File: config.mk
export PLATFORM = sky130hd
export DESIGN_NAME = fhpc_ctrl
export DESIGN_NICKNAME = d
export VERILOG_FILES = /design/src/fhpc_pkg.sv /design/src/fhpc_ctrl.sv
export SDC_FILE = /design/constraint.sdc
export NUM_CORES = 1
export LEC_CHECK = 0
export ABC_AREA = 1
export BUFFER_PORTS_ARGS = -buffer_cell sky130_fd_sc_hd__buf_2
export CAP_MARGIN = 0
export CORE_MARGIN = 5
export CORE_UTILIZATION = 66
export CTS_BUF_LIST = sky130_fd_sc_hd__clkbuf_8
export DETAILED_ROUTE_END_ITERATION = 7
export GPL_ROUTABILITY_DRIVEN = 0
export PLACE_DENSITY = 0.86
export SYNTH_ARGS = -nofsm -noshare
export SYNTH_HDL_FRONTEND = slang
export SYNTH_SLANG_ARGS = --single-unit
File: constraint.sdc
create_clock -name MCLK -period 22 [get_ports MCLK]
set_input_delay 2.2 -clock MCLK [delete_from_list [all_inputs] [get_ports MCLK]]
set_output_delay 2.2 -clock MCLK [all_outputs]
set_load 0.03 [all_outputs]
File: src/fhpc_pkg.sv
package fhpc_pkg;
	// command codes presented on CMD_CODE
	localparam logic [2:0] CMD_SEEK    = 3'h0;
	localparam logic [2:0] CMD_RECAL   = 3'h1;
	localparam logic [2:0] CMD_READ_ID = 3'h2;
	localparam logic [2:0] CMD_SENSE   = 3'h3;
	localparam logic [2:0] CMD_SPECIFY = 3'h4;

	// interrupt code field values
	localparam logic [1:0] IC_NORMAL   = 2'h0;
	localparam logic [1:0] IC_ABNORMAL = 2'h1;
	localparam logic [7:0] ST0_INVALID = 8'h80;

	// first status byte field positions
	localparam int ST0_IC_HI = 7;
	localparam int ST0_SE    = 5;
	localparam int ST0_EC    = 4;
	localparam int ST0_HEAD  = 2;

	// head positioning
	localparam logic [6:0] RECAL_MAX_STEPS = 7'h4f;
	localparam logic [4:0] SRT_BASE        = 5'h10;
	localparam int CLK_PERIOD_NS   = 50;
	localparam int STEP_PULSE_NS   = 1000;
	localparam int STEP_PULSE_CYC  = (STEP_PULSE_NS + CLK_PERIOD_NS - 1) / CLK_PERIOD_NS;
	localparam int STEP_UNIT_NS    = 1000000;
	localparam int STEP_UNIT_CYC   = STEP_UNIT_NS / CLK_PERIOD_NS;

	// single density track layout
	localparam logic [7:0] GAP_FILL    = 8'hff;
	localparam logic [7:0] SYNC_FILL   = 8'h00;
	localparam logic [7:0] GAP4A_LEN   = 8'h28;
	localparam logic [7:0] GAP1_LEN    = 8'h1a;
	localparam logic [7:0] GAP2_LEN    = 8'h0b;
	localparam logic [7:0] SYNC_LEN    = 8'h06;
	localparam logic [7:0] MARK_INDEX  = 8'hfc;
	localparam logic [7:0] MARK_ID     = 8'hfe;
	localparam logic [7:0] MARK_DATA   = 8'hfb;
	localparam logic [7:0] MARK_DELETE = 8'hf8;
	localparam logic [7:0] ONE_BYTE    = 8'h01;

	typedef enum logic [2:0] {
		FHPC_F_GAP4A, FHPC_F_SYNC, FHPC_F_IAM, FHPC_F_GAP1,
		FHPC_F_IDAM, FHPC_F_GAP2, FHPC_F_DAM, FHPC_F_DDAM
	} fhpc_field_e;
endpackage : fhpc_pkg

File: src/fhpc_ctrl.sv
`timescale 1ns/10ps
module fhpc_ctrl
	import fhpc_pkg::*;
#(
	parameter int NDRV        = 4,
	parameter int STEP_MS_CYC = STEP_UNIT_CYC
) (
	input  wire logic             MCLK,
	input  wire logic             RSTN,
	input  wire logic             CMD_VALID,
	input  wire logic [2:0]       CMD_CODE,
	input  wire logic [1:0]       CMD_DRIVE,
	input  wire logic [7:0]       CMD_ARG,
	input  wire logic             LOW_POWER,
	input  wire logic [NDRV-1:0]  TRACK_ZERO_INPUT,
	input  wire logic             INDEX_PULSE_INPUT,
	input  wire logic             ID_VALID,
	input  wire logic [7:0]       ID_CYL,
	input  wire logic [7:0]       ID_HEAD,
	input  wire logic [7:0]       ID_SECTOR,
	input  wire logic [7:0]       ID_SIZE,
	input  wire logic [2:0]       FMT_FIELD,
	output logic                  BUSY,
	output logic                  INT_OUT,
	output logic [7:0]            FIRST_STATUS_BYTE,
	output logic [7:0]            PRESENT_CYLINDER,
	output logic                  MISSING_ADDRESS_MARK_FLAG,
	output logic [31:0]           ID_CHRN,
	output logic [NDRV-1:0]       STEP_OUT,
	output logic [NDRV-1:0]       DIR_OUT,
	output logic [NDRV-1:0]       DRIVE_ACTIVE,
	output logic [7:0]            FMT_BYTE,
	output logic [7:0]            FMT_COUNT
);
	initial begin
		if (NDRV < 1 || NDRV > 4 || STEP_MS_CYC <= STEP_PULSE_CYC + 1)
			$error("fhpc_ctrl: unsupported parameter values");
	end

	localparam int TW = $clog2(STEP_MS_CYC * 16 + 1);
	localparam logic [TW-1:0] PULSE_T = TW'(STEP_PULSE_CYC);

	typedef enum logic [1:0] {FHPC_D_IDLE, FHPC_D_EVAL, FHPC_D_PULSE, FHPC_D_WAIT} fhpc_drv_e;
	typedef enum logic [1:0] {FHPC_R_IDLE, FHPC_R_SEARCH} fhpc_rid_e;

	// reset released through two flops
	logic       rst_meta_r, rst_n;
	always_ff @(posedge MCLK or negedge RSTN) begin
		if (!RSTN) begin
			rst_meta_r <= 1'b0;
			rst_n      <= 1'b0;
		end else begin
			rst_meta_r <= 1'b1;
			rst_n      <= rst_meta_r;
		end
	end

	// pin inputs: two flops before any logic reads them
	logic [NDRV-1:0] trk_meta_r, trk_r;
	logic [2:0]      idx_r;
	always_ff @(posedge MCLK or negedge rst_n) begin
		if (!rst_n) begin
			trk_meta_r <= '0;
			trk_r      <= '0;
			idx_r      <= 3'h0;
		end else begin
			trk_meta_r <= TRACK_ZERO_INPUT;
			trk_r      <= trk_meta_r;
			idx_r      <= {idx_r[1:0], INDEX_PULSE_INPUT};
		end
	end
	wire idx_rise = idx_r[1] & ~idx_r[2];

	// command decode; commands are refused while read-id executes
	logic      rid_busy;
	wire       take    = CMD_VALID & ~rid_busy;
	wire [3:0] drv_sel = 4'h1 << CMD_DRIVE;
	logic      lp_r;
	wire       lp_exit = lp_r & ~LOW_POWER;
	logic [3:0] srt_r;
	logic [NDRV-1:0] clr_int;

	// specify loads the step rate used by every later seek
	always_ff @(posedge MCLK or negedge rst_n) begin
		if (!rst_n) begin
			srt_r <= 4'h0;
			lp_r  <= 1'b0;
		end else begin
			lp_r <= LOW_POWER;
			if (take && CMD_CODE == CMD_SPECIFY)
				srt_r <= CMD_ARG[3:0];
		end
	end
	wire [TW-1:0] step_gap = TW'((SRT_BASE - {1'b0, srt_r}) * STEP_MS_CYC);

	logic [7:0] pcn_w  [NDRV];
	logic       pend_w [NDRV];
	logic [1:0] ic_w   [NDRV];
	logic       ec_w   [NDRV];

	// one independent positioner per drive, so seeks overlap
	genvar gi;
	generate
		for (gi = 0; gi < NDRV; gi++) begin : g_drv
			fhpc_drv_e  st_r;
			logic [7:0] pcn_r, ncn_r;
			logic       recal_r, pend_r, ec_r, step_r, dir_r, act_r;
			logic [1:0] ic_r;
			logic [6:0] cnt_r;
			logic [TW-1:0] tmr_r;
			wire start = take && drv_sel[gi] && st_r == FHPC_D_IDLE
				&& (CMD_CODE == CMD_SEEK || CMD_CODE == CMD_RECAL);

			always_ff @(posedge MCLK or negedge rst_n) begin
				if (!rst_n) begin
					st_r    <= FHPC_D_IDLE;
					pcn_r   <= 8'h00;
					ncn_r   <= 8'h00;
					recal_r <= 1'b0;
					pend_r  <= 1'b0;
					ec_r    <= 1'b0;
					ic_r    <= IC_NORMAL;
					step_r  <= 1'b0;
					dir_r   <= 1'b0;
					cnt_r   <= 7'h00;
					tmr_r   <= '0;
					act_r   <= 1'b0;
				end else begin
					// clear first so a same-cycle completion wins
					if (clr_int[gi])
						pend_r <= 1'b0;
					if (lp_exit) begin
						pcn_r  <= 8'h00;
						pend_r <= 1'b0;
						ec_r   <= 1'b0;
						ic_r   <= IC_NORMAL;
					end
					case (st_r)
						FHPC_D_IDLE: begin
							if (start) begin
								recal_r <= CMD_CODE == CMD_RECAL;
								ncn_r   <= CMD_ARG;
								ec_r    <= 1'b0;
								ic_r    <= IC_NORMAL;
								cnt_r   <= 7'h00;
								if (CMD_CODE == CMD_RECAL)
									pcn_r <= 8'h00;
								act_r <= 1'b1;
								st_r <= FHPC_D_EVAL;
							end
						end
						FHPC_D_EVAL: begin
							if (recal_r) begin
								if (trk_r[gi]) begin
									pend_r <= 1'b1;
									act_r  <= 1'b0;
									st_r   <= FHPC_D_IDLE;
								end else if (cnt_r == RECAL_MAX_STEPS) begin
									pend_r <= 1'b1;
									ec_r   <= 1'b1;
									ic_r   <= IC_ABNORMAL;
									act_r  <= 1'b0;
									st_r   <= FHPC_D_IDLE;
								end else begin
									dir_r  <= 1'b0;
									step_r <= 1'b1;
									tmr_r  <= PULSE_T;
									st_r   <= FHPC_D_PULSE;
								end
							end else if (pcn_r == ncn_r) begin
								pend_r <= 1'b1;
								act_r  <= 1'b0;
								st_r   <= FHPC_D_IDLE;
							end else begin
								dir_r  <= pcn_r < ncn_r;
								step_r <= 1'b1;
								tmr_r  <= PULSE_T;
								st_r   <= FHPC_D_PULSE;
							end
						end
						FHPC_D_PULSE: begin
							tmr_r <= tmr_r - 1'b1;
							if (tmr_r == PULSE_T - TW'(STEP_PULSE_CYC - 1) || tmr_r <= 1) begin
								step_r <= 1'b0;
								// the compare state eats one cycle of the interval
								tmr_r  <= step_gap - PULSE_T - TW'(1);
								st_r   <= FHPC_D_WAIT;
								if (recal_r)
									cnt_r <= cnt_r + 7'h01;
								else if (dir_r)
									pcn_r <= pcn_r + 8'h01;
								else
									pcn_r <= pcn_r - 8'h01;
							end
						end
						FHPC_D_WAIT: begin
							tmr_r <= tmr_r - 1'b1;
							if (tmr_r <= 1)
								st_r <= FHPC_D_EVAL;
						end
						default: st_r <= FHPC_D_IDLE;
					endcase
				end
			end
			assign pcn_w[gi]        = pcn_r;
			assign pend_w[gi]       = pend_r;
			assign ic_w[gi]         = ic_r;
			assign ec_w[gi]         = ec_r;
			assign STEP_OUT[gi]     = step_r;
			assign DIR_OUT[gi]      = dir_r;
			assign DRIVE_ACTIVE[gi] = act_r;
		end
	endgenerate

	// read-id: latch first id field, give up on the second index
	fhpc_rid_e  rid_r;
	logic [1:0] idx_cnt_r;
	logic       rid_pend_r, rid_ma_r;
	logic [1:0] rid_drv_r;
	assign rid_busy = rid_r != FHPC_R_IDLE;
	always_ff @(posedge MCLK or negedge rst_n) begin
		if (!rst_n) begin
			rid_r      <= FHPC_R_IDLE;
			idx_cnt_r  <= 2'h0;
			rid_pend_r <= 1'b0;
			rid_ma_r   <= 1'b0;
			rid_drv_r  <= 2'h0;
			ID_CHRN    <= 32'h0;
		end else begin
			if (take && CMD_CODE == CMD_SENSE && rid_pend_r)
				rid_pend_r <= 1'b0;
			if (lp_exit) begin
				rid_ma_r   <= 1'b0;
				rid_pend_r <= 1'b0;
			end
			case (rid_r)
				FHPC_R_IDLE: begin
					if (take && CMD_CODE == CMD_READ_ID) begin
						rid_r     <= FHPC_R_SEARCH;
						idx_cnt_r <= 2'h0;
						rid_ma_r  <= 1'b0;
						rid_drv_r <= CMD_DRIVE;
					end
				end
				FHPC_R_SEARCH: begin
					if (ID_VALID) begin
						ID_CHRN    <= {ID_CYL, ID_HEAD, ID_SECTOR, ID_SIZE};
						rid_pend_r <= 1'b1;
						rid_r      <= FHPC_R_IDLE;
					end else if (idx_rise) begin
						idx_cnt_r <= idx_cnt_r + 2'h1;
						if (idx_cnt_r == 2'h1) begin
							rid_ma_r   <= 1'b1;
							rid_pend_r <= 1'b1;
							rid_r      <= FHPC_R_IDLE;
						end
					end
				end
				default: rid_r <= FHPC_R_IDLE;
			endcase
		end
	end
	assign MISSING_ADDRESS_MARK_FLAG = rid_ma_r;

	// lowest pending drive is the one a sense-interrupt reports
	function automatic logic [2:0] first_pending(input logic pend [NDRV]);
		logic [2:0] r;
		r = 3'h4;
		for (int i = NDRV - 1; i >= 0; i--)
			if (pend[i])
				r = 3'(i);
		return r;
	endfunction
	wire [2:0] pick = first_pending(pend_w);

	always_comb begin
		clr_int = '0;
		if (take && CMD_CODE == CMD_SENSE && !rid_pend_r && !pick[2])
			clr_int[pick[1:0]] = 1'b1;
	end

	// sense-interrupt result and interrupt line
	always_ff @(posedge MCLK or negedge rst_n) begin
		if (!rst_n) begin
			FIRST_STATUS_BYTE <= 8'h00;
			PRESENT_CYLINDER  <= 8'h00;
			INT_OUT           <= 1'b0;
			BUSY              <= 1'b0;
		end else begin
			// busy only while a command other than sense or read-id is taken, or read-id runs
			BUSY    <= (take && CMD_CODE != CMD_READ_ID && CMD_CODE != CMD_SENSE)
				|| rid_busy;
			INT_OUT <= rid_pend_r || !pick[2];
			if (lp_exit) begin
				FIRST_STATUS_BYTE <= 8'h00;
				PRESENT_CYLINDER  <= 8'h00;
			end else if (take && CMD_CODE == CMD_SENSE) begin
				if (rid_pend_r) begin
					FIRST_STATUS_BYTE <= {(rid_ma_r ? IC_ABNORMAL : IC_NORMAL),
						4'h0, rid_drv_r};
				end else if (!pick[2]) begin
					FIRST_STATUS_BYTE <= 8'h00;
					FIRST_STATUS_BYTE[ST0_IC_HI -: 2] <= ic_w[pick[1:0]];
					FIRST_STATUS_BYTE[ST0_SE]   <= 1'b1;
					FIRST_STATUS_BYTE[ST0_EC]   <= ec_w[pick[1:0]];
					FIRST_STATUS_BYTE[ST0_HEAD] <= 1'b0;
					FIRST_STATUS_BYTE[1:0]      <= pick[1:0];
					PRESENT_CYLINDER            <= pcn_w[pick[1:0]];
				end else begin
					FIRST_STATUS_BYTE <= ST0_INVALID;
				end
			end
		end
	end

	// single density layout lookup for the formatter
	always_ff @(posedge MCLK or negedge rst_n) begin
		if (!rst_n) begin
			FMT_BYTE  <= 8'h00;
			FMT_COUNT <= 8'h00;
		end else begin
			case (fhpc_field_e'(FMT_FIELD))
				FHPC_F_GAP4A: begin FMT_BYTE <= GAP_FILL;    FMT_COUNT <= GAP4A_LEN; end
				FHPC_F_SYNC:  begin FMT_BYTE <= SYNC_FILL;   FMT_COUNT <= SYNC_LEN;  end
				FHPC_F_IAM:   begin FMT_BYTE <= MARK_INDEX;  FMT_COUNT <= ONE_BYTE;  end
				FHPC_F_GAP1:  begin FMT_BYTE <= GAP_FILL;    FMT_COUNT <= GAP1_LEN;  end
				FHPC_F_IDAM:  begin FMT_BYTE <= MARK_ID;     FMT_COUNT <= ONE_BYTE;  end
				FHPC_F_GAP2:  begin FMT_BYTE <= GAP_FILL;    FMT_COUNT <= GAP2_LEN;  end
				FHPC_F_DAM:   begin FMT_BYTE <= MARK_DATA;   FMT_COUNT <= ONE_BYTE;  end
				default:      begin FMT_BYTE <= MARK_DELETE; FMT_COUNT <= ONE_BYTE;  end
			endcase
		end
	end
endmodule : fhpc_ctrl

Word level (Yosys, flattened, before mapping)
Cells that the tools add are included.
Widths: inputs -> output; s select.
{ "op_classes": {"n_eq_ne": 93, "n_reduce_logical": 90, "bitwise_logic": 7, "add_sub_neg": 20, "shift": 1, "n_mux": 288, "n_mul": 1, "order_cmp": 11} }
{ "ops": {"columns": ["op", "n"], "rows": [
  ["$mux 19", 20],
  ["$mux 8", 34],
  ["$pmux 19 s3", 4],
  ["$mux 1", 119],
  ["$mux 2", 57],
  ["$sub 19x1->19 const B", 5],
  ["$mux 7", 12],
  ["$eq 19x1->1 const B", 4],
  ["$le 19x1->1 const B", 4],
  ["$reduce_and 4->1", 17],
  ["$ne 2x2->1 const B", 33],
  ["$pmux 8 s2", 4],
  ["$pmux 7 s2", 4],
  ["$ne 3x3->1 const B", 18],
  ["$pmux 8 s5", 1],
  ["$add 8x1->8 const B", 4],
  ["$eq 8x8->1", 4],
  ["$lt 8x8->1", 4],
  ["$mul 32x10->14 const B", 1],
  ["$pmux 2 s4", 4],
  ["$sub 8x1->8 const B", 4],
  ["$reduce_bool 2->1", 15],
  ["$add 7x1->7 const B", 4],
  ["$eq 7x7->1 const B", 4],
  ["36 further kinds", 131]
]} }
{ "word_totals": {"elab_cells": 578, "regBits": 300, "inputBits": 58} }

Depth between registers and ports, before layout
{ "depth": {"word_depth": 15, "ltp_mapped": 32, "ltp_nobuf": 30} }

Worst setup path before layout
Ideal clock, no wire load.
{ "synth_timing": {"path_type": "reg-to-reg", "from": "reg srt_r[0]", "to": "reg g_drv[2].tmr_r[18]", "stages_incl_launch_ff": 28, "required_time_ps": 21883, "arrival_ps": 3826, "setup_slack_ps": 18057, "cell_sequence": "dfrtp_1 buf_2 inv_1 ha_1 buf_4 nand2_1 nor2_1 ha_1 inv_1 fa_1 inv_1 ha_1 ha_1 ha_1 nand2_1 nor2_1 nor2_1 nand2_1 nand2_1 nand2_1 nor2_1 nand3_1 nand2_1 nand2_1 nand2_1 nand2_1 nand2_1 nand2_1"} }
{ "synth_between": {"elab_chain_cells": 6} }
{ "synth_lines": {"columns": ["element", "line", "text"], "rows": [
  ["from (decl)", "fhpc_ctrl.sv:80", "logic [3:0] srt_r;"],
  ["from (signal assigned)", "fhpc_ctrl.sv:91", "srt_r <= CMD_ARG[3:0];"],
  ["$sub 5x4->6", "fhpc_ctrl.sv:94", "wire [TW-1:0] step_gap = TW'((SRT_BASE - {1'b0, srt_r}) * STEP_MS_CYC);"],
  ["$mul 32x10->14", "fhpc_ctrl.sv:94", null],
  ["$sub 19x5->19", "fhpc_ctrl.sv:186", "tmr_r <= step_gap - PULSE_T - TW'(1);"],
  ["$sub 19x1->19", "fhpc_ctrl.sv:186", null],
  ["$mux 19", "fhpc_ctrl.sv:183", "if (tmr_r == PULSE_T - TW'(STEP_PULSE_CYC - 1) || tmr_r <= 1) begin"],
  ["$pmux 19 s3", "fhpc_ctrl.sv:138", "case (st_r)"],
  ["to (signal assigned)", "fhpc_ctrl.sv:182", "tmr_r <= tmr_r - 1'b1;"],
  ["to (signal assigned)", "fhpc_ctrl.sv:186", null],
  ["to (signal assigned)", "fhpc_ctrl.sv:197", "tmr_r <= tmr_r - 1'b1;"],
  ["to (decl)", "fhpc_ctrl.sv:110", "logic [TW-1:0] tmr_r;"]
]} }
No other way between the ends.
A chain may end at the register's enable or synchronous reset.

Final worst setup path
{ "layout_timing": {"from": "reg srt_r[0]", "to": "reg g_drv[1].tmr_r[18]"} }
{ "layout_between": {"elab_chain_cells": 6} }
{ "layout_lines": {"columns": ["element", "line"], "rows": [
  ["$sub 5x4->6", "fhpc_ctrl.sv:94"],
  ["$mul 32x10->14", "fhpc_ctrl.sv:94"],
  ["$sub 19x5->19", "fhpc_ctrl.sv:186"],
  ["$sub 19x1->19", "fhpc_ctrl.sv:186"],
  ["$mux 19", "fhpc_ctrl.sv:183"],
  ["$pmux 19 s3", "fhpc_ctrl.sv:138"],
  ["to (signal assigned)", "fhpc_ctrl.sv:182"],
  ["to (signal assigned)", "fhpc_ctrl.sv:186"],
  ["to (signal assigned)", "fhpc_ctrl.sv:197"],
  ["to (decl)", "fhpc_ctrl.sv:110"]
]} }
No other way between the ends.

==> flow_metrics.tcl <==
set metrics [dict create \
    timing_worst_setup_path_type "reg -> reg" \
    syn-instance-count 2298 \
    design.die.area_um2 30700 \
    n_fill_cell 1960 \
    critical_path.endpoint_type "flip-flop" \
    hp-class "reg -> reg" \
    timing_max_transition_violations_final 0 \
    yosysSeqAreaShare_pct 40.5 \
    detail_route.wl_per_cell_um 16.9 \
    layout-area-overhead-vs-synth_pct 11.0 \
    grt_first_pass_wirelength_um 78400 \
    drt-total-wl_um 47600 \
    htree_levels 2 \
    core.rowCount 60 \
    cts-buffers-inserted 50 \
    layout_worst_path_cycle_share_pct 21.4 \
    drtIter0Drc 1794 \
    layout-drive-gt1-share_pct 12.4 \
    antennaDiodeCount 0 \
    cp.required_ns 22.46 \
    post-route-min-period_ns 4.72 \
    final_hold_viol_count 0 \
    post_cts_hold_buffer_count 0 \
    via_count 16530 \
    relSlewSlack_pct 33.3 \
    number_of_max_cap_violations 0 \
    grt_start_max_net_pins 75 \
    timing_worst_slew_pin_value_ns 1.00 \
    detail_route.vias_per_cell 5.89 \
    design.portCount 137 \
    clkSinkCount 291 \
    setup_viol 0 \
    grt_use_total_pct 30.7 \
    dieWidth_um 175 \
    number_of_search_and_repair_iterations_in_the_first_detailed_routing_pass 8 \
    nets 2611 \
    postSynthAreaPerCell_um2 7.83 \
    drcViolationCount 0 \
    grt_setup_unrepaired "false" \
    grt_antenna_before_repair 0 \
    power-per-cell-area_nw_per_um2 147 \
    tritoncts_clock_tree "built" \
    layout_common_cells "sky130_fd_sc_hd__nand2_1, sky130_fd_sc_hd__inv_1, sky130_fd_sc_hd__dfrtp_1, sky130_fd_sc_hd__nor2_1, sky130_fd_sc_hd__o21ai_0" \
    layout_commonest_cell "sky130_fd_sc_hd__nand2_1" \
    gr-total-overflow 0 \
    hold-worst-slack_ns 0.341 \
    synth_area_um2 18000 \
    timing.critical_path.arrival_ns 5.18 \
    cts_resized 0 \
    worst_setup_hold_path_clk_slew_ns 0.06 \
    worst_ir_drop_vdd_uv 120 \
    cp-start-kind "flip-flop" \
    insertion_delay_ns 0.60 \
    synthesis_warnings 0 \
    critical_path_peak_fanout 11 \
    setup_tns_ns 0 \
    postCtsSetupBuffers 0 \
    io_buffer_count 132 \
    clock_tree.root_cell "sky130_fd_sc_hd__clkbuf_8" \
    leakage_power_figure_uw 0.0100 \
    die_y_um 175 \
    run_status "finished, final reports clean" \
    grt_pass1_vias 16190 \
    final_critical_path_setup_slack_ns 17.28 \
    synthArstFlopShare_pct 100 \
    placement.setup.worst_slack_ns 17.44 \
    ant_nets 0 \
    initial_core_util_pct 67.0 \
    finClkSkew_ns 0.0373 \
    fp.coreArea_um2 26900 \
    postSynth.topFlopCell "sky130_fd_sc_hd__dfrtp_1" \
    detailed_place_hpwl_um 35000 \
    synth-edff-count 0 \
    synth.ff_latch_count 291 \
    achievable-frequency_mhz 212 \
    cts.path.max_buffers 3 \
    synth.distinct_cells 59 \
]
-- state kept, by name, indices dropped and copies added (netlist names), 8 cells and up --
name	cells
g_drv.ncn_r	32
PRESENT_CYLINDER	8
ID_CHRN	32
g_drv.tmr_r	76
g_drv.cnt_r	28
g_drv.ic_r	8
g_drv.st_r	8
g_drv.pcn_r	32
-- where the power goes --
part | internal [µW] | switching [µW]
combinational | 486 | 1080
sequential | 684 | 131
clock | 328 | 234
-- metrics by stage --
step,utilization (%),power (µW),instances,instance area [µm²]
2_1_floorplan,-,1940,2301,18000
3_5_place_dp,70.0,2340,2719,18800
4_1_cts,74.3,2910,2808,20000
3_3_place_gp,70.0,2270,2719,18800
6_report,74.3,2940,2808,20000
5_1_grt,74.3,3170,2808,20000
-- path summary, 6_finish.rpt --
path                                         start                              to  slack (ns)  cells past startpoint
setup / recovery              srt_r[0]$_DFFE_PN0P_  g_drv[1].tmr_r[18]$_DFFE_PN0P_       17.28                     25
hold / removal             trk_meta_r[1]$_DFF_PN0_              trk_r[1]$_DFF_PN0_        0.34                      0
setup reg to reg              srt_r[0]$_DFFE_PN0P_  g_drv[1].tmr_r[18]$_DFFE_PN0P_       17.28                     25
hold reg to reg            trk_meta_r[1]$_DFF_PN0_              trk_r[1]$_DFF_PN0_        0.34                      0
max in group asynchronous          rst_n$_DFF_PN0_     g_drv[2].pcn_r[5]$_DFF_PN0_       19.56                      2
min in group asynchronous          rst_n$_DFF_PN0_     g_drv[3].pcn_r[4]$_DFF_PN0_        0.51                      0
-- cells by family after synthesis --
logic type	count (synthesis)	share of synthesized area, %
buffers and inverters	375	8.49
and+or+nand+nor	982	23.3
xor gates and xnor gates	86	4.18
AOI/OAI and AO/OA	405	12.7
other	2	0.0417
adders and majority gates	123	8.80
muxes	34	2.12
DFF	291	40.5
-- layout make-up --
class	count	area (µm²)	share of cell area, %
multi-input combinational	1635	9200	46.1
clock inverter	23	249	1.25
tap	341	427	2.14
inverter	310	1160	5.83
sequential	291	7290	36.5
clock buffer	66	908	4.55
timing repair buffer	142	736	3.68
-- worst max-delay path, stage by stage, from the launching register on --
cell,delay (ns)
sky130_fd_sc_hd__dfrtp_1,0.55
sky130_fd_sc_hd__inv_1,0.19
sky130_fd_sc_hd__ha_1,0.35
sky130_fd_sc_hd__nand2_1,0.15
sky130_fd_sc_hd__nor2_1,0.35
sky130_fd_sc_hd__ha_1,0.21
sky130_fd_sc_hd__inv_1,0.06
sky130_fd_sc_hd__fa_1,0.54
sky130_fd_sc_hd__inv_1,0.05
sky130_fd_sc_hd__ha_1,0.28
sky130_fd_sc_hd__ha_1,0.29
sky130_fd_sc_hd__ha_1,0.37
sky130_fd_sc_hd__nand2_1,0.11
sky130_fd_sc_hd__nor2_1,0.04
sky130_fd_sc_hd__nor2_1,0.12
sky130_fd_sc_hd__nand2_1,0.07
sky130_fd_sc_hd__nand2_1,0.06
sky130_fd_sc_hd__nand2_1,0.10
sky130_fd_sc_hd__nor2_1,0.16
sky130_fd_sc_hd__nand3_1,0.09
sky130_fd_sc_hd__nand2_1,0.06
sky130_fd_sc_hd__nand2_1,0.14
sky130_fd_sc_hd__nand2_1,0.10
sky130_fd_sc_hd__nand2_1,0.05
sky130_fd_sc_hd__nand2_1,0.05
sky130_fd_sc_hd__nand2_1,0.05
-- synth_stat cells, types with 4 or more instances --
| cell | count | area (µm²) |
|---|---|---|
| sky130_fd_sc_hd__a21oi_1 | 119 | 596 |
| sky130_fd_sc_hd__a22oi_1 | 8 | 60.1 |
| sky130_fd_sc_hd__a31oi_1 | 17 | 106 |
| sky130_fd_sc_hd__buf_1 | 4 | 15.0 |
| sky130_fd_sc_hd__buf_2 | 17 | 85.1 |
| sky130_fd_sc_hd__buf_4 | 24 | 180 |
| sky130_fd_sc_hd__clkbuf_1 | 19 | 71.3 |
| sky130_fd_sc_hd__clkinv_1 | 4 | 15.0 |
| sky130_fd_sc_hd__dfrtp_1 | 291 | 7280 |
| sky130_fd_sc_hd__fa_1 | 6 | 120 |
| sky130_fd_sc_hd__ha_1 | 117 | 1460 |
| sky130_fd_sc_hd__inv_1 | 298 | 1120 |
| sky130_fd_sc_hd__inv_2 | 7 | 26.3 |
| sky130_fd_sc_hd__mux2_2 | 33 | 372 |
| sky130_fd_sc_hd__nand2_1 | 480 | 1800 |
| sky130_fd_sc_hd__nand2_2 | 9 | 56.3 |
| sky130_fd_sc_hd__nand3_1 | 136 | 681 |
| sky130_fd_sc_hd__nand4_1 | 33 | 206 |
| sky130_fd_sc_hd__nor2_1 | 249 | 935 |
| sky130_fd_sc_hd__nor2_2 | 13 | 81.3 |
| sky130_fd_sc_hd__nor3_1 | 33 | 165 |
| sky130_fd_sc_hd__nor4_1 | 4 | 25.0 |
| sky130_fd_sc_hd__o211ai_1 | 14 | 105 |
| sky130_fd_sc_hd__o21ai_0 | 179 | 896 |
| sky130_fd_sc_hd__o21ai_1 | 8 | 40.0 |
| sky130_fd_sc_hd__o21bai_1 | 6 | 45.0 |
| sky130_fd_sc_hd__o221ai_1 | 5 | 43.8 |
| sky130_fd_sc_hd__o22ai_1 | 10 | 62.6 |
| sky130_fd_sc_hd__o31ai_1 | 14 | 105 |
| sky130_fd_sc_hd__o32ai_1 | 5 | 43.8 |
| sky130_fd_sc_hd__or2_2 | 4 | 25.0 |
| sky130_fd_sc_hd__xnor2_1 | 31 | 272 |
| sky130_fd_sc_hd__xor2_1 | 55 | 482 |
-- routing by layer --
layer | wire [µm] | track usage, % | vias to the layer above
met1 | 19200 | 40.3 | 7854
met5 | 0 | 0 | -
met2 | 22700 | 50.6 | 759
met4 | 1430 | 10.7 | 0
met3 | 4260 | 6.86 | 130
li1 | - | - | 7787
No activity file was read; power rests on OpenSTA's default activity.
